--- config.mk ---
export PLATFORM = sky130hd
export DESIGN_NAME = ifsb_top
export DESIGN_NICKNAME = d
export VERILOG_FILES = /design/src/logic/ifsb_flag_reg.v /design/src/logic/ifsb_axi_slave.v /design/src/logic/ifsb_top.v
export VERILOG_INCLUDE_DIRS = /design/src /design/src/shared
export SDC_FILE = /design/constraint.sdc
export NUM_CORES = 1
export LEC_CHECK = 0
export BUFFER_PORTS_ARGS = -buffer_cell sky130_fd_sc_hd__buf_2
export CORE_ASPECT_RATIO = 1.1
export CORE_MARGIN = 3
export CORE_UTILIZATION = 44
export DETAILED_ROUTE_END_ITERATION = 7
export GPL_TIMING_DRIVEN = 0
export PLACE_DENSITY = 0.77
export RECOVER_POWER = 50
export SYNTH_ARGS = -nofsm -noshare
export SYNTH_HDL_FRONTEND = slang
export SYNTH_SLANG_ARGS = --single-unit
export TNS_END_PERCENT = 50
--- constraint.sdc ---
create_clock -name CLOCK -period 1.65 [get_ports CLOCK]
set_input_delay 0.165 -clock CLOCK [delete_from_list [all_inputs] [get_ports CLOCK]]
set_output_delay 0.165 -clock CLOCK [all_outputs]
set_load 0.03 [all_outputs]
--- src/shared/ifsb_defines.vh ---
`ifndef IFSB_DEFINES_VH
`define IFSB_DEFINES_VH

// bus geometry
`define IFSB_AW          8
`define IFSB_DW          32
`define IFSB_FW          16
`define IFSB_EW          4

// register byte offsets
`define IFSB_OFS_FLAGS0  8'h00
`define IFSB_OFS_FLAGS1  8'h04
`define IFSB_OFS_FLAGS2  8'h08
`define IFSB_OFS_FLAGS3  8'h0C
`define IFSB_OFS_STATUS  8'h10
`define IFSB_OFS_CLEAR   8'h14
`define IFSB_OFS_ENABLE  8'h18

// register select codes
`define IFSB_SEL_F0      3'h0
`define IFSB_SEL_F1      3'h1
`define IFSB_SEL_F2      3'h2
`define IFSB_SEL_F3      3'h3
`define IFSB_SEL_STAT    3'h4
`define IFSB_SEL_CLR     3'h5
`define IFSB_SEL_EN      3'h6
`define IFSB_SEL_NONE    3'h7

// implemented-bit masks and reset values
`define IFSB_MASK0       16'h3FEF
`define IFSB_MASK1       16'hFEDF
`define IFSB_MASK2       16'h3FE3
`define IFSB_MASK3       16'h4066
`define IFSB_FLAG_RST    16'h0000
`define IFSB_EVT_RST     4'h0
`define IFSB_ZERO32      32'h00000000

// axi responses
`define IFSB_RESP_OKAY   2'b00
`define IFSB_RESP_SLVERR 2'b10

// flag register 0 bit positions
`define IFSB_ADC_DONE    13
`define IFSB_UART_A_TX   12
`define IFSB_UART_A_RX   11
`define IFSB_SPI_A_EVT   10
`define IFSB_SPI_A_FLT   9
`define IFSB_TIMER_C     8
`define IFSB_TIMER_B     7
`define IFSB_CMP_B       6
`define IFSB_CAP_B       5
`define IFSB_TIMER_A     3
`define IFSB_CMP_A       2
`define IFSB_CAP_A       1
`define IFSB_EXT_A       0
// flag register 1 bit positions
`define IFSB_UART_B_TX   15
`define IFSB_UART_B_RX   14
`define IFSB_EXT_C       13
`define IFSB_TIMER_E     12
`define IFSB_TIMER_D     11
`define IFSB_CMP_D       10
`define IFSB_CMP_C       9
`define IFSB_CAP_H       7
`define IFSB_CAP_G       6
`define IFSB_EXT_B       4
`define IFSB_PIN_CHG     3
`define IFSB_COMPARATOR  2
`define IFSB_I2C_A_MST   1
`define IFSB_I2C_A_SLV   0
// flag register 2 bit positions
`define IFSB_PAR_PORT    13
`define IFSB_CMP_H       12
`define IFSB_CMP_G       11
`define IFSB_CMP_F       10
`define IFSB_CMP_E       9
`define IFSB_CAP_F       8
`define IFSB_CAP_E       7
`define IFSB_CAP_D       6
`define IFSB_CAP_C       5
`define IFSB_SPI_B_EVT   1
`define IFSB_SPI_B_FLT   0
// flag register 3 bit positions
`define IFSB_CALENDAR    14
`define IFSB_EXT_E       6
`define IFSB_EXT_D       5
`define IFSB_I2C_B_MST   2
`define IFSB_I2C_B_SLV   1

`endif

--- src/logic/ifsb_flag_reg.v ---
`timescale 1ns/1ps
`include "ifsb_defines.vh"

// one 16-bit sticky flag register with per-lane software write
module ifsb_flag_reg #(
   parameter [15:0] MASK = 16'hFFFF // implemented bits
) (
   input  wire        clock,
   input  wire        reset_n,
   input  wire        wr,     // software write strobe
   input  wire [15:0] wdata,  // software write value
   input  wire [1:0]  wstrb,  // byte lanes
   input  wire [15:0] req,    // peripheral requests
   output reg  [15:0] flags,  // held flags
   output wire        evt     // a new request latched
);
   reg [15:0] next_flags;

   // new pending request on an idle bit
   assign evt = |(req & MASK & ~flags);

   // software value per lane, then requests on top
   always @* begin
      next_flags = flags;
      if (wr && wstrb[0]) begin
         next_flags[7:0] = wdata[7:0]; // RULE4
      end
      if (wr && wstrb[1]) begin
         next_flags[15:8] = wdata[15:8]; // RULE4
      end
      next_flags = (next_flags | req) & MASK; // RULE13
   end

   // clocked store, cleared at reset
   always @(posedge clock) begin
      if (!reset_n) begin
         flags <= `IFSB_FLAG_RST; // RULE3
      end else begin
         flags <= next_flags; // RULE12
      end
   end
endmodule

--- src/logic/ifsb_axi_slave.v ---
`timescale 1ns/1ps
`include "ifsb_defines.vh"

// axi4-lite slave front end: one write and one read at a time
module ifsb_axi_slave (
   input  wire                 clock,
   input  wire                 reset_n,
   input  wire                 awvalid,
   output wire                 awready,
   input  wire [`IFSB_AW-1:0]  awaddr,
   input  wire                 wvalid,
   output wire                 wready,
   input  wire [`IFSB_DW-1:0]  wdata,
   input  wire [3:0]           wstrb,
   output reg                  bvalid,
   input  wire                 bready,
   output reg  [1:0]           bresp,
   input  wire                 arvalid,
   output wire                 arready,
   input  wire [`IFSB_AW-1:0]  araddr,
   output wire                 rvalid,
   input  wire                 rready,
   output reg  [`IFSB_DW-1:0]  rdata,
   output reg  [1:0]           rresp,
   output wire                 wr_en,   // one-cycle register write
   output reg  [`IFSB_AW-1:0]  wr_addr,
   output reg  [`IFSB_DW-1:0]  wr_data,
   output reg  [3:0]           wr_strb,
   input  wire                 wr_err,
   output wire                 rd_en,   // one-cycle register read
   input  wire [`IFSB_DW-1:0]  rd_data,
   input  wire                 rd_err
);
   localparam [1:0] RD_IDLE = 2'b01;
   localparam [1:0] RD_RESP = 2'b10;

   reg       aw_full; // address held
   reg       w_full;  // data held
   reg [1:0] rd_state;

   assign awready = !aw_full;
   assign wready  = !w_full;
   assign wr_en   = aw_full && w_full && !bvalid;
   assign arready = rd_state[0];
   assign rvalid  = rd_state[1];
   assign rd_en   = arvalid && arready;

   // write channels, taken in either order
   always @(posedge clock) begin
      if (!reset_n) begin
         aw_full <= 1'b0;
         w_full  <= 1'b0;
         bvalid  <= 1'b0;
         bresp   <= `IFSB_RESP_OKAY;
         wr_addr <= {`IFSB_AW{1'b0}};
         wr_data <= `IFSB_ZERO32;
         wr_strb <= 4'h0;
      end else begin
         if (awvalid && awready) begin
            aw_full <= 1'b1;
            wr_addr <= awaddr;
         end
         if (wvalid && wready) begin
            w_full  <= 1'b1;
            wr_data <= wdata;
            wr_strb <= wstrb;
         end
         if (wr_en) begin // perform and answer
            aw_full <= 1'b0;
            w_full  <= 1'b0;
            bvalid  <= 1'b1;
            bresp   <= wr_err ? `IFSB_RESP_SLVERR : `IFSB_RESP_OKAY;
         end else if (bvalid && bready) begin
            bvalid  <= 1'b0;
         end
      end
   end

   // read channel state machine
   always @(posedge clock) begin
      if (!reset_n) begin
         rd_state <= RD_IDLE;
         rdata    <= `IFSB_ZERO32;
         rresp    <= `IFSB_RESP_OKAY;
      end else begin
         case (rd_state)
            RD_IDLE: begin
               if (rd_en) begin
                  rdata    <= rd_data;
                  rresp    <= rd_err ? `IFSB_RESP_SLVERR : `IFSB_RESP_OKAY;
                  rd_state <= RD_RESP;
               end
            end
            RD_RESP: begin
               if (rready) begin
                  rd_state <= RD_IDLE;
               end
            end
            default: begin
               rd_state <= RD_IDLE;
            end
         endcase
      end
   end
endmodule

--- src/logic/ifsb_top.v ---
// How it works
// RULE1: flag reads one while request pending
// RULE2: unimplemented bits read zero, ignore writes
// RULE3: reset clears every flag
// RULE4: software reads and writes every flag
// RULE5: register zero upper byte source layout
// RULE6: register zero lower byte source layout
// RULE7: register one upper byte source layout
// RULE8: register one lower byte source layout
// RULE9: register two upper byte source layout
// RULE10: register two lower byte source layout
// RULE11: register three holds five sources only
// RULE12: source sets flag, software clears it
// RULE13: request beats same-cycle software clear
`timescale 1ns/1ps
`include "ifsb_defines.vh"

module ifsb_top (
   input  wire                 CLOCK,
   input  wire                 RESET_N,
   // axi4-lite register port
   input  wire                 AWVALID,
   output wire                 AWREADY,
   input  wire [`IFSB_AW-1:0]  AWADDR,
   input  wire                 WVALID,
   output wire                 WREADY,
   input  wire [`IFSB_DW-1:0]  WDATA,
   input  wire [3:0]           WSTRB,
   output wire                 BVALID,
   input  wire                 BREADY,
   output wire [1:0]           BRESP,
   input  wire                 ARVALID,
   output wire                 ARREADY,
   input  wire [`IFSB_AW-1:0]  ARADDR,
   output wire                 RVALID,
   input  wire                 RREADY,
   output wire [`IFSB_DW-1:0]  RDATA,
   output wire [1:0]           RRESP,
   // flag register 0 sources
   input  wire                 ADC_DONE_REQ,
   input  wire                 UART_A_TX_REQ,
   input  wire                 UART_A_RX_REQ,
   input  wire                 SPI_A_EVENT_REQ,
   input  wire                 SPI_A_FAULT_REQ,
   input  wire                 TIMER_C_REQ,
   input  wire                 TIMER_B_REQ,
   input  wire                 COMPARE_B_REQ,
   input  wire                 CAPTURE_B_REQ,
   input  wire                 TIMER_A_REQ,
   input  wire                 COMPARE_A_REQ,
   input  wire                 CAPTURE_A_REQ,
   input  wire                 EXT_IRQ_A_REQ,
   // flag register 1 sources
   input  wire                 UART_B_TX_REQ,
   input  wire                 UART_B_RX_REQ,
   input  wire                 EXT_IRQ_C_REQ,
   input  wire                 TIMER_E_REQ,
   input  wire                 TIMER_D_REQ,
   input  wire                 COMPARE_D_REQ,
   input  wire                 COMPARE_C_REQ,
   input  wire                 CAPTURE_H_REQ,
   input  wire                 CAPTURE_G_REQ,
   input  wire                 EXT_IRQ_B_REQ,
   input  wire                 PIN_CHANGE_REQ,
   input  wire                 COMPARATOR_REQ,
   input  wire                 I2C_A_MASTER_REQ,
   input  wire                 I2C_A_SLAVE_REQ,
   // flag register 2 sources
   input  wire                 PARALLEL_PORT_REQ,
   input  wire                 COMPARE_H_REQ,
   input  wire                 COMPARE_G_REQ,
   input  wire                 COMPARE_F_REQ,
   input  wire                 COMPARE_E_REQ,
   input  wire                 CAPTURE_F_REQ,
   input  wire                 CAPTURE_E_REQ,
   input  wire                 CAPTURE_D_REQ,
   input  wire                 CAPTURE_C_REQ,
   input  wire                 SPI_B_EVENT_REQ,
   input  wire                 SPI_B_FAULT_REQ,
   // flag register 3 sources
   input  wire                 CALENDAR_REQ,
   input  wire                 EXT_IRQ_E_REQ,
   input  wire                 EXT_IRQ_D_REQ,
   input  wire                 I2C_B_MASTER_REQ,
   input  wire                 I2C_B_SLAVE_REQ,
   // flags toward priority logic
   output wire [`IFSB_FW-1:0]  FLAGS_0,
   output wire [`IFSB_FW-1:0]  FLAGS_1,
   output wire [`IFSB_FW-1:0]  FLAGS_2,
   output wire [`IFSB_FW-1:0]  FLAGS_3,
   // summary interrupt
   output wire                 IRQ
);

   // address to register select, used by read and write
   function [2:0] reg_sel;
      input [`IFSB_AW-1:0] addr;
      begin
         case (addr)
            `IFSB_OFS_FLAGS0: reg_sel = `IFSB_SEL_F0;
            `IFSB_OFS_FLAGS1: reg_sel = `IFSB_SEL_F1;
            `IFSB_OFS_FLAGS2: reg_sel = `IFSB_SEL_F2;
            `IFSB_OFS_FLAGS3: reg_sel = `IFSB_SEL_F3;
            `IFSB_OFS_STATUS: reg_sel = `IFSB_SEL_STAT;
            `IFSB_OFS_CLEAR:  reg_sel = `IFSB_SEL_CLR;
            `IFSB_OFS_ENABLE: reg_sel = `IFSB_SEL_EN;
            default:          reg_sel = `IFSB_SEL_NONE;
         endcase
      end
   endfunction

   // bus-side strobes
   wire                wr_en;   // write performed this cycle
   wire [`IFSB_AW-1:0] wr_addr; // held write address
   wire [`IFSB_DW-1:0] wr_data; // held write data
   wire [3:0]          wr_strb; // held byte lanes
   wire                rd_en;   // read taken this cycle
   wire [2:0]          wsel;    // decoded write target
   wire [2:0]          rsel;    // decoded read target
   reg  [`IFSB_DW-1:0] rd_data; // read mux value

   // request vectors per flag register
   reg  [`IFSB_FW-1:0] req_0;
   reg  [`IFSB_FW-1:0] req_1;
   reg  [`IFSB_FW-1:0] req_2;
   reg  [`IFSB_FW-1:0] req_3;

   // event status, enable, clear
   wire [`IFSB_EW-1:0] evt;         // new request per register
   reg  [`IFSB_EW-1:0] evt_status;  // sticky event bits
   reg  [`IFSB_EW-1:0] evt_enable;  // event enables
   reg  [`IFSB_EW-1:0] evt_clear;   // write-one clear pulse
   reg  [`IFSB_EW-1:0] next_status; // next sticky value

   assign wsel = reg_sel(wr_addr);
   assign rsel = reg_sel(ARADDR);

   // axi4-lite front end
   ifsb_axi_slave u_bus (
      .clock   (CLOCK),
      .reset_n (RESET_N),
      .awvalid (AWVALID),
      .awready (AWREADY),
      .awaddr  (AWADDR),
      .wvalid  (WVALID),
      .wready  (WREADY),
      .wdata   (WDATA),
      .wstrb   (WSTRB),
      .bvalid  (BVALID),
      .bready  (BREADY),
      .bresp   (BRESP),
      .arvalid (ARVALID),
      .arready (ARREADY),
      .araddr  (ARADDR),
      .rvalid  (RVALID),
      .rready  (RREADY),
      .rdata   (RDATA),
      .rresp   (RRESP),
      .wr_en   (wr_en),
      .wr_addr (wr_addr),
      .wr_data (wr_data),
      .wr_strb (wr_strb),
      .wr_err  (wsel == `IFSB_SEL_NONE),
      .rd_en   (rd_en),
      .rd_data (rd_data),
      .rd_err  (rsel == `IFSB_SEL_NONE)
   );

   // route each source onto its documented bit
   always @* begin
      req_0 = `IFSB_FLAG_RST;
      req_1 = `IFSB_FLAG_RST;
      req_2 = `IFSB_FLAG_RST;
      req_3 = `IFSB_FLAG_RST;
      // register 0, upper byte
      req_0[`IFSB_ADC_DONE]   = ADC_DONE_REQ; // RULE5
      req_0[`IFSB_UART_A_TX]  = UART_A_TX_REQ;
      req_0[`IFSB_UART_A_RX]  = UART_A_RX_REQ;
      req_0[`IFSB_SPI_A_EVT]  = SPI_A_EVENT_REQ;
      req_0[`IFSB_SPI_A_FLT]  = SPI_A_FAULT_REQ;
      req_0[`IFSB_TIMER_C]    = TIMER_C_REQ;
      // register 0, lower byte
      req_0[`IFSB_TIMER_B]    = TIMER_B_REQ; // RULE6
      req_0[`IFSB_CMP_B]      = COMPARE_B_REQ;
      req_0[`IFSB_CAP_B]      = CAPTURE_B_REQ;
      req_0[`IFSB_TIMER_A]    = TIMER_A_REQ;
      req_0[`IFSB_CMP_A]      = COMPARE_A_REQ;
      req_0[`IFSB_CAP_A]      = CAPTURE_A_REQ;
      req_0[`IFSB_EXT_A]      = EXT_IRQ_A_REQ;
      // register 1, upper byte
      req_1[`IFSB_UART_B_TX]  = UART_B_TX_REQ; // RULE7
      req_1[`IFSB_UART_B_RX]  = UART_B_RX_REQ;
      req_1[`IFSB_EXT_C]      = EXT_IRQ_C_REQ;
      req_1[`IFSB_TIMER_E]    = TIMER_E_REQ;
      req_1[`IFSB_TIMER_D]    = TIMER_D_REQ;
      req_1[`IFSB_CMP_D]      = COMPARE_D_REQ;
      req_1[`IFSB_CMP_C]      = COMPARE_C_REQ;
      // register 1, lower byte
      req_1[`IFSB_CAP_H]      = CAPTURE_H_REQ; // RULE8
      req_1[`IFSB_CAP_G]      = CAPTURE_G_REQ;
      req_1[`IFSB_EXT_B]      = EXT_IRQ_B_REQ;
      req_1[`IFSB_PIN_CHG]    = PIN_CHANGE_REQ;
      req_1[`IFSB_COMPARATOR] = COMPARATOR_REQ;
      req_1[`IFSB_I2C_A_MST]  = I2C_A_MASTER_REQ;
      req_1[`IFSB_I2C_A_SLV]  = I2C_A_SLAVE_REQ;
      // register 2, upper byte
      req_2[`IFSB_PAR_PORT]   = PARALLEL_PORT_REQ; // RULE9
      req_2[`IFSB_CMP_H]      = COMPARE_H_REQ;
      req_2[`IFSB_CMP_G]      = COMPARE_G_REQ;
      req_2[`IFSB_CMP_F]      = COMPARE_F_REQ;
      req_2[`IFSB_CMP_E]      = COMPARE_E_REQ;
      req_2[`IFSB_CAP_F]      = CAPTURE_F_REQ;
      // register 2, lower byte
      req_2[`IFSB_CAP_E]      = CAPTURE_E_REQ; // RULE10
      req_2[`IFSB_CAP_D]      = CAPTURE_D_REQ;
      req_2[`IFSB_CAP_C]      = CAPTURE_C_REQ;
      req_2[`IFSB_SPI_B_EVT]  = SPI_B_EVENT_REQ;
      req_2[`IFSB_SPI_B_FLT]  = SPI_B_FAULT_REQ;
      // register 3, sparse
      req_3[`IFSB_CALENDAR]   = CALENDAR_REQ; // RULE11
      req_3[`IFSB_EXT_E]      = EXT_IRQ_E_REQ;
      req_3[`IFSB_EXT_D]      = EXT_IRQ_D_REQ;
      req_3[`IFSB_I2C_B_MST]  = I2C_B_MASTER_REQ;
      req_3[`IFSB_I2C_B_SLV]  = I2C_B_SLAVE_REQ;
   end

   // flag register 0; mask keeps unused bits at zero
   ifsb_flag_reg #(
      .MASK (`IFSB_MASK0) // RULE2
   ) u_flags_0 (
      .clock   (CLOCK),
      .reset_n (RESET_N),
      .wr      (wr_en && (wsel == `IFSB_SEL_F0)),
      .wdata   (wr_data[`IFSB_FW-1:0]),
      .wstrb   (wr_strb[1:0]),
      .req     (req_0),
      .flags   (FLAGS_0),
      .evt     (evt[0])
   );

   // flag register 1
   ifsb_flag_reg #(
      .MASK (`IFSB_MASK1) // RULE2
   ) u_flags_1 (
      .clock   (CLOCK),
      .reset_n (RESET_N),
      .wr      (wr_en && (wsel == `IFSB_SEL_F1)),
      .wdata   (wr_data[`IFSB_FW-1:0]),
      .wstrb   (wr_strb[1:0]),
      .req     (req_1),
      .flags   (FLAGS_1),
      .evt     (evt[1])
   );

   // flag register 2
   ifsb_flag_reg #(
      .MASK (`IFSB_MASK2) // RULE2
   ) u_flags_2 (
      .clock   (CLOCK),
      .reset_n (RESET_N),
      .wr      (wr_en && (wsel == `IFSB_SEL_F2)),
      .wdata   (wr_data[`IFSB_FW-1:0]),
      .wstrb   (wr_strb[1:0]),
      .req     (req_2),
      .flags   (FLAGS_2),
      .evt     (evt[2])
   );

   // flag register 3
   ifsb_flag_reg #(
      .MASK (`IFSB_MASK3) // RULE2
   ) u_flags_3 (
      .clock   (CLOCK),
      .reset_n (RESET_N),
      .wr      (wr_en && (wsel == `IFSB_SEL_F3)),
      .wdata   (wr_data[`IFSB_FW-1:0]),
      .wstrb   (wr_strb[1:0]),
      .req     (req_3),
      .flags   (FLAGS_3),
      .evt     (evt[3])
   );

   // write-one clear pulse for the event status
   always @* begin
      evt_clear = `IFSB_EVT_RST;
      if (wr_en && (wsel == `IFSB_SEL_CLR) && wr_strb[0]) begin
         evt_clear = wr_data[`IFSB_EW-1:0];
      end
   end

   // sticky status: a new event outlives its own clear
   always @* begin
      next_status = (evt_status & ~evt_clear) | evt;
   end

   // status and enable registers
   always @(posedge CLOCK) begin
      if (!RESET_N) begin
         evt_status <= `IFSB_EVT_RST;
         evt_enable <= `IFSB_EVT_RST;
      end else begin
         evt_status <= next_status;
         if (wr_en && (wsel == `IFSB_SEL_EN) && wr_strb[0]) begin
            evt_enable <= wr_data[`IFSB_EW-1:0];
         end
      end
   end

   // level interrupt while any enabled event is pending
   assign IRQ = |(evt_status & evt_enable);

   // read mux; flags zero-extended, clear reads zero
   always @* begin
      rd_data = `IFSB_ZERO32;
      case (rsel)
         `IFSB_SEL_F0: begin
            rd_data[`IFSB_FW-1:0] = FLAGS_0; // RULE1
         end
         `IFSB_SEL_F1: begin
            rd_data[`IFSB_FW-1:0] = FLAGS_1; // RULE1
         end
         `IFSB_SEL_F2: begin
            rd_data[`IFSB_FW-1:0] = FLAGS_2; // RULE1
         end
         `IFSB_SEL_F3: begin
            rd_data[`IFSB_FW-1:0] = FLAGS_3; // RULE1
         end
         `IFSB_SEL_STAT: begin
            rd_data[`IFSB_EW-1:0] = evt_status;
         end
         `IFSB_SEL_EN: begin
            rd_data[`IFSB_EW-1:0] = evt_enable;
         end
         default: begin
            rd_data = `IFSB_ZERO32;
         end
      endcase
   end

   // rd_en is only a timing marker for the front end
   wire unused_rd = rd_en;

endmodule

Word level (Yosys, flattened, before mapping). Cells that the tools add are included.

Register bits: 104. Input bits: 102. Output and inout port bits: 106. Word-level logic and storage cells: 120.

Eq/ne operators: 28. Muxes and demuxes: 20. Bitwise operators: 17. Reductions and logical operators: 38.

Operators by type and width (number): OR reduction 16 bit (4); equality test 8 x 5 -> 1 bit (second input constant) (6); one-hot mux 12 bit (4 select lines) (1); one-hot mux 3 bit (7 select lines) (2); two-way mux 8 bit (5); AND 14 x 16 -> 16 bit (2); equality test 8 x 4 -> 1 bit (second input constant) (4); NOT 14 -> 16 bit (2); bitwise OR 14 bit (2); one-hot mux 4 bit (6 select lines) (1); logical AND 1 bit (22); equality test 3 bit (second input constant) (6); AND 15 x 16 -> 16 bit (1); AND 16 bit (1); equality test 8 x 3 -> 1 bit (second input constant) (2); logical NOT 8 bit (2); NOT 15 -> 16 bit (1); NOT 16 bit (1); bitwise OR 16 bit (1); bitwise OR 15 bit (1); equality test 3 x 2 -> 1 bit (second input constant) (4); two-way mux 6 bit (2); AND 4 bit (2); two-way mux 2 bit (4); other kinds (17) (24).

Longest topological paths before layout. Gate-level depths: netlist of run 1.

Word-level depth: 9. Mapped depth: 6. Mapped depth without buffers: 4.

Modules after synthesis. From an unflattened synthesis of run 1, not the netlist that was laid out.

Cells, all modules: 702. Area, all modules: 6505.0 µm².

By module, submodules not included: ifsb_axi_slave (times used 1, cells an instance 360, area each 3283.1 µm², seq. area each 1661.6 µm²); ifsb_top (times used 1, cells an instance 103, area each 1007.2 µm², seq. area each 160.2 µm²); ifsb_flag_reg (u_flags_1) (times used 1, cells an instance 75, area each 675.6 µm², seq. area each 280.3 µm²); ifsb_flag_reg (u_flags_0) (times used 1, cells an instance 68, area each 645.6 µm², seq. area each 260.2 µm²); ifsb_flag_reg (u_flags_2) (times used 1, cells an instance 58, area each 570.5 µm², seq. area each 220.2 µm²); ifsb_flag_reg (u_flags_3) (times used 1, cells an instance 38, area each 322.8 µm², seq. area each 100.1 µm²).

Least setup slack after synthesis of run 1. Ideal clock, no wire load.

Path type: flip-flop to flip-flop. Start: register u_bus.wr_addr[1]. End: register u_flags_1.flags[15]. Library setup time: 79 ps. Arrival: 1658 ps. Data required time: 1571 ps. Setup slack: -88 ps. Cell stages (with the launch flop): 6. Buffers on the path: 1. Period minus slack after synthesis: 1738 ps. Cell sequence: dfxtp_1 -> or4_4 -> nor4_4 -> buf_4 -> nor3_1 -> a211oi_2.

Longest elaborated chain between the ends: 7. Elaborated cells on any way between the ends: 13. Classes of those cells: eq/ne: 7; mux: 2; bitwise: 1; reduce/logical: 3.

RTL lines: from (decl) (RTL line ifsb_axi_slave.v:26) `` output reg [`IFSB_AW-1:0] wr_addr, ``; from (signal assigned) (RTL line ifsb_axi_slave.v:55) `` wr_addr <= {`IFSB_AW{1'b0}}; ``; from (signal assigned) (RTL line ifsb_axi_slave.v:61) `wr_addr <= awaddr;`; equality test 8 x 5 -> 1 bit, or another cell as far along (RTL line ifsb_top.v:99) `case (addr)`; one-hot mux 3 bit (7 select lines) * (RTL line ifsb_top.v:99); equality test 3 x 1 -> 1 bit (no line) *; logical AND 1 bit * (RTL line ifsb_top.v:247) `` .wr (wr_en && (wsel == `IFSB_SEL_F1)), ``; logical AND 1 bit * (RTL line ifsb_flag_reg.v:28) `if (wr && wstrb[1]) begin`; two-way mux 8 bit * (RTL line ifsb_flag_reg.v:28); bitwise OR 16 bit * (RTL line ifsb_flag_reg.v:31) `next_flags = (next_flags | req) & MASK;`; to (signal assigned) (RTL line ifsb_flag_reg.v:37) `` flags <= `IFSB_FLAG_RST; ``; to (signal assigned) (RTL line ifsb_flag_reg.v:39) `flags <= next_flags;`; to (decl) (RTL line ifsb_flag_reg.v:14) `output reg [15:0] flags,`.

Every way passes the cells marked *; elsewhere a longest branch is shown, timed or not. A chain may end at the register's enable or synchronous reset.

Worst setup path in the final report of run 1.
Start: register u_bus.wr_addr[5]. End: register u_flags_1.flags[12].

Same word-level chain as after synthesis.

==> results of run 1 <==
[power breakdown]
part | leakage [nW] | internal (W) | switching, W
Combinational | 1.80 | 0.000408 | 0.000752
Clock | 0.154 | 0.00134 | 0.000973
Sequential | 0.829 | 0.00255 | 0.000189
[final timing paths]
check	start	end	slack (ps)
worst max-delay path	u_bus.wr_addr[5]	u_flags_1.flags[12]	-60
worst min-delay path	AWVALID	u_bus.aw_full	30
worst max register to register	u_bus.wr_addr[5]	u_flags_1.flags[12]	-60
worst min register to register	u_bus.rdata[9]	u_bus.rdata[9]	450
[critical path: cells and delay by family (launching register included)]
kind | cells | cell delay (ps)
and+or+nand+nor | 3 | 790
DFF | 1 | 370
buffers and inverters | 2 | 310
AOI/OAI and AO/OA | 1 | 170
[final cells by class]
cell class | instances | area, um2 | share of cell area, %
multi-input cells | 435 | 2648 | 40.41
flip-flops and latches | 100 | 2013 | 30.73
repair buffers | 156 | 745.7 | 11.38
plain buffers | 72 | 476.7 | 7.277
clock buffers | 10 | 229.0 | 3.495
well taps | 147 | 183.9 | 2.807
inverters | 43 | 161.4 | 2.464
clock inverters | 6 | 93.84 | 1.432
[metrics by stage]
step / instances / hold WS [ps]
after detailed placement: 947 / 388.6
after global placement: 947 / 381.7
after CTS: 968 / 27.95
final: 969 / 27.20
after floorplan: 651 / 280.8
after global routing: 969 / 53.69
[cell families (layout without fill, tap and decap cells)]
group / Yosys count / after routing / share of synthesized area (%)
AND/OR/NAND/NOR: 184 / 184 / 18.78
flip-flops: 100 / 100 / 40.43
AO/OA/AOI/OAI: 188 / 188 / 23.50
other: 1 / 39 / 0.07574
buffers and inverters: 116 / 287 / 11.93
multiplexers: 24 / 24 / 5.282
[layer usage]
layer  vias up  wire [um]
met4         0        552
met3        48       1837
met2       320       8071
met1      2398       6859
met5         -          0
li1       2547          -
[Yosys cell counts (4+ instances only)]
cell / n
o22ai_1: 14
dfxtp_1: 100
a21oi_1: 53
mux2i_1: 16
nor2b_1: 7
buf_4: 40
inv_2: 5
a22oi_1: 9
nor2_1: 43
a31oi_1: 31
mux2_1: 6
nand2b_1: 4
o21ai_1: 45
or3_1: 4
buf_2: 4
inv_1: 38
nand2_1: 58
o311a_1: 6
a211oi_1: 8
clkbuf_1: 27
nor4_1: 7
nand3_1: 19
nor3_1: 13
[state kept, by name, summed over array words and instances (netlist names)]
register	count
u_bus.rdata	16
u_bus.wr_data	16
u_flags_1.flags	14
u_flags_0.flags	13
u_flags_2.flags	11
u_bus.wr_addr	8
u_flags_3.flags	5
evt_enable	4
evt_status	4
u_bus.rd_state	2
u_bus.wr_strb	2
u_bus.aw_full	1
u_bus.bresp	1
u_bus.bvalid	1
u_bus.rresp	1
u_bus.w_full	1
[repair_timing]
action	4_1_cts	5_1_grt
endpoints found under the setup margin	50	59
cloned	1	0
buffers inserted	4	3
gates resized for setup	33	32
pin swaps	9	6
==> results.json, run 1 <==
{
  "dominant_cell_type_by_area_after_synthesis": "dfxtp_1",
  "seq_area_frac_synth_pct": 40.43,
  "totalNegativeSetupSlack_ps": -272.2,
  "startpoint_class": "register",
  "biggest_fanout_along_the_worst_timing_path": 4,
  "placement.io_buffers": 149,
  "final_max_slew_viol_count": 0,
  "antenna_violations_before_repair": 0,
  "cts.sinks": 100,
  "grt_most_used_layer": "met2",
  "synth.top_cells.by_area": "dfxtp_1, buf_4, a21oi_1",
  "cts_inserted_buffers": 9,
  "clkLatencyLatePin_ps": 350,
  "power.density_mw_per_mm2": 948.3,
  "number_of_vias_after_detailed_routing": 5313,
  "detailedRoute.firstPassIterationCount": 6,
  "fp.coreArea_mm2": 0.01096,
  "most-common-layout-cells": "dfxtp_1, buf_2, clkbuf_1, nand2_1, a21oi_1",
  "post-route-min-period_ps": 1713,
  "worstRegToRegCells": 6,
  "fin_nets": 919,
  "synth_cell_type_count": 58,
  "groute.layer.met3.usage_pct": 6.034,
  "die_height_um": 117.3,
  "grt_max_degree": 18,
  "maxCapViolations": 0,
  "slew_headroom_pct": 48.12,
  "grtUsageMet2_pct": 43.26,
  "tritoncts_clock_tree": "yes",
  "syn_area_mm2": 0.004951,
  "globalRouteOverflowTotal": 0,
  "setup_viol": 8,
  "timing.setup.critical_path_class": "reg2reg",
  "ctsHoldBuffers": 0,
  "clock_root_buffer_master": "clkbuf_16",
  "dp_worst_slack_ps": -403.2,
  "min-delay-path-class": "in2reg",
  "dpl_cell_area_mm2": 0.006046,
  "mostFrequentLayoutCell": "dfxtp_1",
  "synth_edf_count": 0,
  "clock_transition_at_the_register_clock_pins_on_the_worst_setup_and_hold_paths_after_cts_ps": 70,
  "synth_largest_type_area_fraction_pct": 40.43,
  "synthesis_warnings": 0,
  "track_usage_pct": 26.54,
  "synth_top_flop_cell": "dfxtp_1",
  "vdd.ir_drop.worst_mv": 0.5624,
  "cts_buffer_depth": 2,
  "htree_levels": 3,
  "cp.arrival_ps": 1980,
  "synth-async-reset-ratio_pct": 0,
  "via_to_cell_ratio": 5.483,
  "finalClockSkew_ps": 4.226,
  "drc_errors": 0,
  "nFillCells": 1024,
  "grt_setup_unrepaired": "yes",
  "initial_core_utilization_pct": 45.17,
  "hold_violations": 0,
  "timing.critical_path.slowest_cell_delay_ps": 560,
  "hold_path_depth": 3,
  "ant_nets": 0,
  "pin_slew_with_the_least_headroom_to_its_limit_ps": 758.5,
  "syn_inst": 613,
  "placer_congestion_estimate": 0.9390,
  "final_min_period_over_clock_period_pct": 103.8,
  "grt_pass1_vias": 4728,
  "avg_synthesized_cell_area_um2": 8.077,
  "non_filler_cell_area_final_mm2": 0.006551,
  "postRouteWirelength_um": 17320,
  "chipWidth_um": 107.1,
  "grt.met1_usage_pct": 34.19,
  "die-area_mm2": 0.01256,
  "critical-path-slowest-cell": "or4_4",
  "type_of_destination_of_the_critical_path": "register",
  "static-leakage-power_nw": 2.783,
  "design_power_total_w": 0.006213,
  "layout-area-overhead-vs-synth_pct": 32.32,
  "drive_gt1_share_pct": 25.79,
  "boundaryPins": 208,
  "antennaDiodeCount": 0,
  "violations": "negative setup slack",
  "global_route_wire_length_before_repair_um": 25600,
  "worst_slack_ps": -63.21,
  "post-route-util_pct": 59.77,
  "critical_path.cell_chain": "or4_4 -> nor4_4 -> buf_6 -> buf_6 -> nor3_2 -> a211oi_2",
  "num_rows": 40,
  "critical_path.most_common_cell": "buf_6",
  "dr.first_iter.drc_count": 451,
  "cp_data_required_time_ps": 1910,
  "synth-seq-cells": 100,
  "average_wire_per_cell_in_the_routed_design_um": 17.87,
  "run_status": "complete, but fails checks",
  "dp_hpwl_um": 13160,
  "max_freq_ghz": 0.5837
}
Power figures use the tool's default switching activity.
==> run 2, diff against run 1 <==
--- a/config.mk
+++ b/config.mk
@@ -12,7 +12,7 @@
 export CORE_UTILIZATION = 44
 export DETAILED_ROUTE_END_ITERATION = 7
 export GPL_TIMING_DRIVEN = 0
-export PLACE_DENSITY = 0.77
+export PLACE_DENSITY = 0.8
 export RECOVER_POWER = 50
 export SYNTH_ARGS = -nofsm -noshare
 export SYNTH_HDL_FRONTEND = slang
==> run 2 against run 1 <==
Worst setup slack got worse by 27 ps. Fmax decreased by 1.5%. Highest routed layer is now met5. Count of clock-buffer cells in the layout unchanged. Critical endpoint unchanged. Design area increased by 1.3%. Routed wire length increased by 1.4%. The run still ends with negative setup slack left.
==> results.json, run 2 (synthesis gave the netlist of run 1 again) <==
{
  "run_status": "complete, but fails checks",
  "violations": "negative setup slack",
  "biggest_fanout_along_the_worst_timing_path": 7,
  "cts_buffer_depth": 2,
  "slew_headroom_pct": 52.63,
  "most-common-layout-cells": "dfxtp_1, buf_2, clkbuf_1, nand2_1, a21oi_1",
  "boundaryPins": 208,
  "chipWidth_um": 107.1,
  "clock_transition_at_the_register_clock_pins_on_the_worst_setup_and_hold_paths_after_cts_ps": 70,
  "placement.io_buffers": 149,
  "via_to_cell_ratio": 5.551,
  "grt_pass1_vias": 4773,
  "final_max_slew_viol_count": 0,
  "detailedRoute.firstPassIterationCount": 5,
  "fin_hold_ws_ps": 46.98,
  "postRouteWirelength_um": 17570,
  "static-leakage-power_nw": 2.769,
  "critical-path-slowest-cell": "or4_4",
  "ant_nets": 0,
  "tritoncts_clock_tree": "yes",
  "non_filler_cell_area_final_mm2": 0.006638,
  "num_rows": 40,
  "antenna_violations_before_repair": 2,
  "critical_path.cell_chain": "or4_4 -> nor4_4 -> buf_4 -> buf_8 -> buf_12 -> a211oi_2",
  "post-route-util_pct": 60.56,
  "cts_inserted_buffers": 9,
  "die_height_um": 117.3,
  "post-route-min-period_ps": 1740,
  "die-area_mm2": 0.01256,
  "global_route_wire_length_before_repair_um": 26210,
  "globalRouteOverflowTotal": 0,
  "cts.sinks": 100,
  "mostFrequentLayoutCell": "dfxtp_1",
  "vdd.ir_drop.worst_mv": 0.4979,
  "hold_violations": 0,
  "initial_core_utilization_pct": 45.17,
  "timing.critical_path.slowest_cell_delay_ps": 560,
  "track_usage_pct": 26.93,
  "grt_setup_unrepaired": "yes",
  "number_of_vias_after_detailed_routing": 5390,
  "drc_errors": 0,
  "layout-area-overhead-vs-synth_pct": 34.07,
  "placer_congestion_estimate": 0.9769,
  "max_freq_ghz": 0.5748,
  "startpoint_class": "register",
  "cp.arrival_ps": 1950,
  "pin_slew_with_the_least_headroom_to_its_limit_ps": 692.7,
  "timing.setup.critical_path_class": "reg2reg",
  "average_wire_per_cell_in_the_routed_design_um": 18.09,
  "fp.coreArea_mm2": 0.01096,
  "clock_root_buffer_master": "clkbuf_16",
  "dp_hpwl_um": 13230,
  "power.density_mw_per_mm2": 940.2,
  "maxCapViolations": 0,
  "htree_levels": 3,
  "dpl_cell_area_mm2": 0.006046,
  "crit_family": "simple AND/OR/NAND/NOR gates",
  "clkLatencyLatePin_ps": 350,
  "type_of_destination_of_the_critical_path": "register",
  "worstPathBufferInverterCount": 3,
  "setup_viol": 7,
  "dp_worst_slack_ps": -372.3,
  "worst_slack_ps": -89.83,
  "final_min_period_over_clock_period_pct": 105.4,
  "min-delay-path-class": "in2reg",
  "reg_top3": "u_bus.rdata (16), u_bus.wr_data (16), u_flags_1.flags (14)",
  "grt_max_degree": 17,
  "finalClockSkew_ps": 6.748,
  "cp_data_required_time_ps": 1860,
  "drive_gt1_share_pct": 25.27,
  "dr.first_iter.drc_count": 410,
  "fin_nets": 921
}
==> run 2: cell types whose count changed in the layout (fill, tap and decap cells not counted), sizes merged <==
| cell | before | now |
|---|---|---|
| clkbuf | 94 | 95 |
| buf | 144 | 145 |
| diode | 0 | 1 |
| clkinv | 2 | 1 |
==> run 2: cell type report <==
type                            count  area [um2]
Inverter                           43       161.4
Buffer                             72       494.2
Timing Repair Buffer              158       758.2
Sequential cell                   100        2019
Antenna cell                        1       2.502
Clock buffer                       10       239.0
Multi-Input combinational cell    435        2694
Tap cell                          147       183.9
Clock inverter                      5       85.08
Fill cell                        1013        4323
==> run 2: final timing paths <==
kind                                  startpoint                   to  slack (ps)  depth (start not counted)
worst max-delay path            u_bus.wr_addr[1]  u_flags_1.flags[12]         -90                          6
worst min register to register    u_bus.rdata[5]       u_bus.rdata[5]         450                          2
worst max register to register  u_bus.wr_addr[1]  u_flags_1.flags[12]         -90                          6
worst min-delay path                   AWADDR[0]     u_bus.wr_addr[0]          50                          3
==> run 2: routing by layer <==
metal	vias to the layer above	global-route usage, %	share of wire [%]
li1	2539	-	-
met1	2474	33.87	40
met2	329	44.76	47
met3	46	6.583	10
met4	2	10.57	3.2
met5	-	0	0.11
==> run 2: worst register-to-register path: cells and delay by family (launching register included) <==
kind | cells | cell delay, ps
buffers and inverters | 3 | 470
flip-flops | 1 | 370
AO/OA/AOI/OAI | 1 | 60
AND/OR/NAND/NOR | 2 | 710
==> run 2: power breakdown <==
group	internal, W	switching, W	leakage (nW)
Sequential	0.00255	0.000194	0.830
Clock	0.00137	0.000950	0.155
Combinational	0.000418	0.000763	1.78
==> run 2: per-stage QoR <==
stage | power (W) | setup TNS, ps | cells
4_1_cts | 0.006200 | -630.4 | 968
3_3_place_gp | 0.003876 | -11310 | 947
5_1_grt | 0.006449 | -1073 | 971
6_report | 0.006241 | -495.3 | 971
2_1_floorplan | 0.003493 | 0 | 651
3_5_place_dp | 0.003891 | -12050 | 947
==> run 2: what timing repair did <==
action | in CTS | in global routing
endpoints found under the setup margin | 48 | 65
pin swaps | 7 | 10
resized for setup | 38 | 45
hold endpoints to repair | 0 | 0
hold buffers | 0 | 0
buffers inserted | 6 | 3
==> run 3, diff against run 2 <==
--- a/config.mk
+++ b/config.mk
@@ -9,10 +9,11 @@
 export BUFFER_PORTS_ARGS = -buffer_cell sky130_fd_sc_hd__buf_2
 export CORE_ASPECT_RATIO = 1.1
 export CORE_MARGIN = 3
-export CORE_UTILIZATION = 44
+export CORE_UTILIZATION = 45
+export CTS_BUF_LIST = sky130_fd_sc_hd__clkbuf_4
 export DETAILED_ROUTE_END_ITERATION = 7
 export GPL_TIMING_DRIVEN = 0
-export PLACE_DENSITY = 0.8
+export PLACE_DENSITY = 0.82
 export RECOVER_POWER = 50
 export SYNTH_ARGS = -nofsm -noshare
 export SYNTH_HDL_FRONTEND = slang
==> run 3 against run 2 <==
The flow still finishes with violations (negative setup slack). Die area shrank 2.1%. Core utilization grew 8.3 points. Worst setup slack worse by 45 ps. Clock skew increased by 2.1 ps. Design area increased by 9.3%. Sequential share of layout area shrank 2.5 points.
==> results.json, run 3 (synthesis gave the netlist of run 1 again) <==
{
  "run_status": "complete, but fails checks",
  "violations": "negative setup slack",
  "reg_top3": "u_bus.rdata (16), u_bus.wr_data (16), u_flags_1.flags (14)",
  "fin_hold_ws_ps": 15.81,
  "cts_inserted_buffers": 9,
  "grt_max_degree": 17,
  "vdd.ir_drop.worst_mv": 0.4858,
  "finalClockSkew_ps": 8.873,
  "clock_transition_at_the_register_clock_pins_on_the_worst_setup_and_hold_paths_after_cts_ps": 160,
  "chipWidth_um": 106.0,
  "placer_congestion_estimate": 0.9675,
  "via_to_cell_ratio": 5.643,
  "die-area_mm2": 0.01230,
  "maxCapViolations": 0,
  "detailedRoute.firstPassIterationCount": 8,
  "num_rows": 39,
  "cts.sinks": 100,
  "average_wire_per_cell_in_the_routed_design_um": 18.61,
  "drc_errors": 0,
  "setup_viol": 25,
  "fin_nets": 985,
  "grt_pass1_vias": 5425,
  "number_of_placed_cells_counting_well_taps": 943,
  "ant_nets": 0,
  "pin_slew_with_the_least_headroom_to_its_limit_ps": 829.4,
  "dpl_cell_area_mm2": 0.006041,
  "antennaDiodeCount": 0,
  "critical_path.cell_chain": "or4_4 -> nor4_4 -> buf_4 -> buf_6 -> nor3_4 -> a211oi_2",
  "power.density_mw_per_mm2": 810.0,
  "grt_setup_unrepaired": "yes",
  "post-route-min-period_ps": 1785,
  "post-route-util_pct": 68.86,
  "slew_headroom_pct": 43.28,
  "type_of_destination_of_the_critical_path": "register",
  "layout-area-overhead-vs-synth_pct": 46.60,
  "cp.arrival_ps": 2160,
  "die_height_um": 116.0,
  "max_freq_ghz": 0.5601,
  "final_max_slew_viol_count": 0,
  "cts_buffer_depth": 2,
  "cp_data_required_time_ps": 2020,
  "number_of_vias_after_detailed_routing": 5818,
  "dp_hpwl_um": 13300,
  "dr.first_iter.drc_count": 755,
  "hold_violations": 0,
  "worst_slack_ps": -135.3,
  "non_filler_cell_area_final_mm2": 0.007258,
  "most-common-layout-cells": "buf_2, dfxtp_1, dlygate4sd3_1, nand2_1, a21oi_1",
  "biggest_fanout_along_the_worst_timing_path": 4,
  "tritoncts_clock_tree": "yes",
  "nFillCells": 829,
  "critical-path-slowest-cell": "or4_4",
  "final_min_period_over_clock_period_pct": 108.2,
  "post_layout_nonfiller_instances": 1031,
  "globalRouteOverflowTotal": 0,
  "mostFrequentLayoutCell": "buf_2",
  "initial_core_utilization_pct": 46.97,
  "min-delay-path-class": "in2reg",
  "startpoint_class": "register",
  "htree_levels": 3,
  "clkLatencyLatePin_ps": 460,
  "antenna_violations_before_repair": 0,
  "boundaryPins": 208,
  "track_usage_pct": 29.17,
  "clock_root_buffer_master": "clkbuf_4",
  "timing.setup.critical_path_class": "reg2reg",
  "postRouteWirelength_um": 19180,
  "static-leakage-power_nw": 3.177,
  "timing.critical_path.slowest_cell_delay_ps": 540,
  "global_route_wire_length_before_repair_um": 28170,
  "placement.io_buffers": 149,
  "fp.coreArea_mm2": 0.01054,
  "drive_gt1_share_pct": 30.74
}
run 3: changes by cell type in the layout (fill, tap and decap cells not counted), moves of 3 or more:
cell	previous run	this run
clkbuf_16	9	1
buf_2	88	139
dlygate4sd3_1	0	57
nor3_1	10	7
clkbuf_1	82	33
clkbuf_4	0	10
buf_4	44	49
run 3: timing repair:
item,4_1_cts,5_1_grt
hold buffers,57,0
setup endpoints to repair,44,56
setup buffers,10,3
gates cloned,1,1
pin swaps,11,24
gates resized for setup,47,40
hold endpoints to repair,57,0
run 3: report_power, final:
part	total [W]	internal, W	leakage [nW]	switching (W)
clock	0.00179	0.000940	0.107	0.000849
sequential	0.00275	0.00255	0.831	0.000198
combinational	0.00135	0.000542	2.24	0.000804
run 3: worst max-delay path, delay by kind of cell, from the launching register on:
family                 cells  cell delay [ps]
and+or+nand+nor            3              730
DFF                        1              390
buffers and inverters      2              330
AOI/OAI and AO/OA          1              240
run 3: path summary, 6_finish.rpt:
check / startpoint / endpoint / slack, ps / cells after the start
max reg2reg: u_bus.wr_addr[1] / u_flags_1.flags[12] / -140 / 6
min: TIMER_D_REQ / u_flags_1.flags[11] / 20 / 3
min reg2reg: u_bus.rdata[7] / u_bus.rdata[7] / 460 / 2
max: u_bus.wr_addr[1] / u_flags_1.flags[12] / -140 / 6
run 3: area by class of cell:
type	count	area (um2)	area share, %
buffer	73	486.7	6.706
multi-input combinational	435	2738	37.72
clock buffer	10	75.07	1.034
tap	143	178.9	2.465
clock inverter	6	136.4	1.879
inverter	43	161.4	2.224
timing repair buffer	221	1459	20.10
sequential	100	2023	27.87
run 3: routing by layer:
metal | vias up | GRT usage, % | part of all wire (%)
met2 | 458 | 49.36 | 46
met1 | 2596 | 35.16 | 37
met3 | 96 | 6.407 | 11
met4 | 0 | 14.85 | 5.7
met5 | - | 0 | 0
li1 | 2668 | - | -
run 3: through the flow:
stage               worst slack [ps]  power [W]  TNS, ps
floorplan                      4.468   0.003493        0
global placement              -322.9   0.003871    -9750
detailed placement            -333.3   0.003889   -11040
CTS                           -85.55   0.005764   -543.1
global route                  -146.9   0.006049    -3011
finish                        -135.3   0.005879    -1248
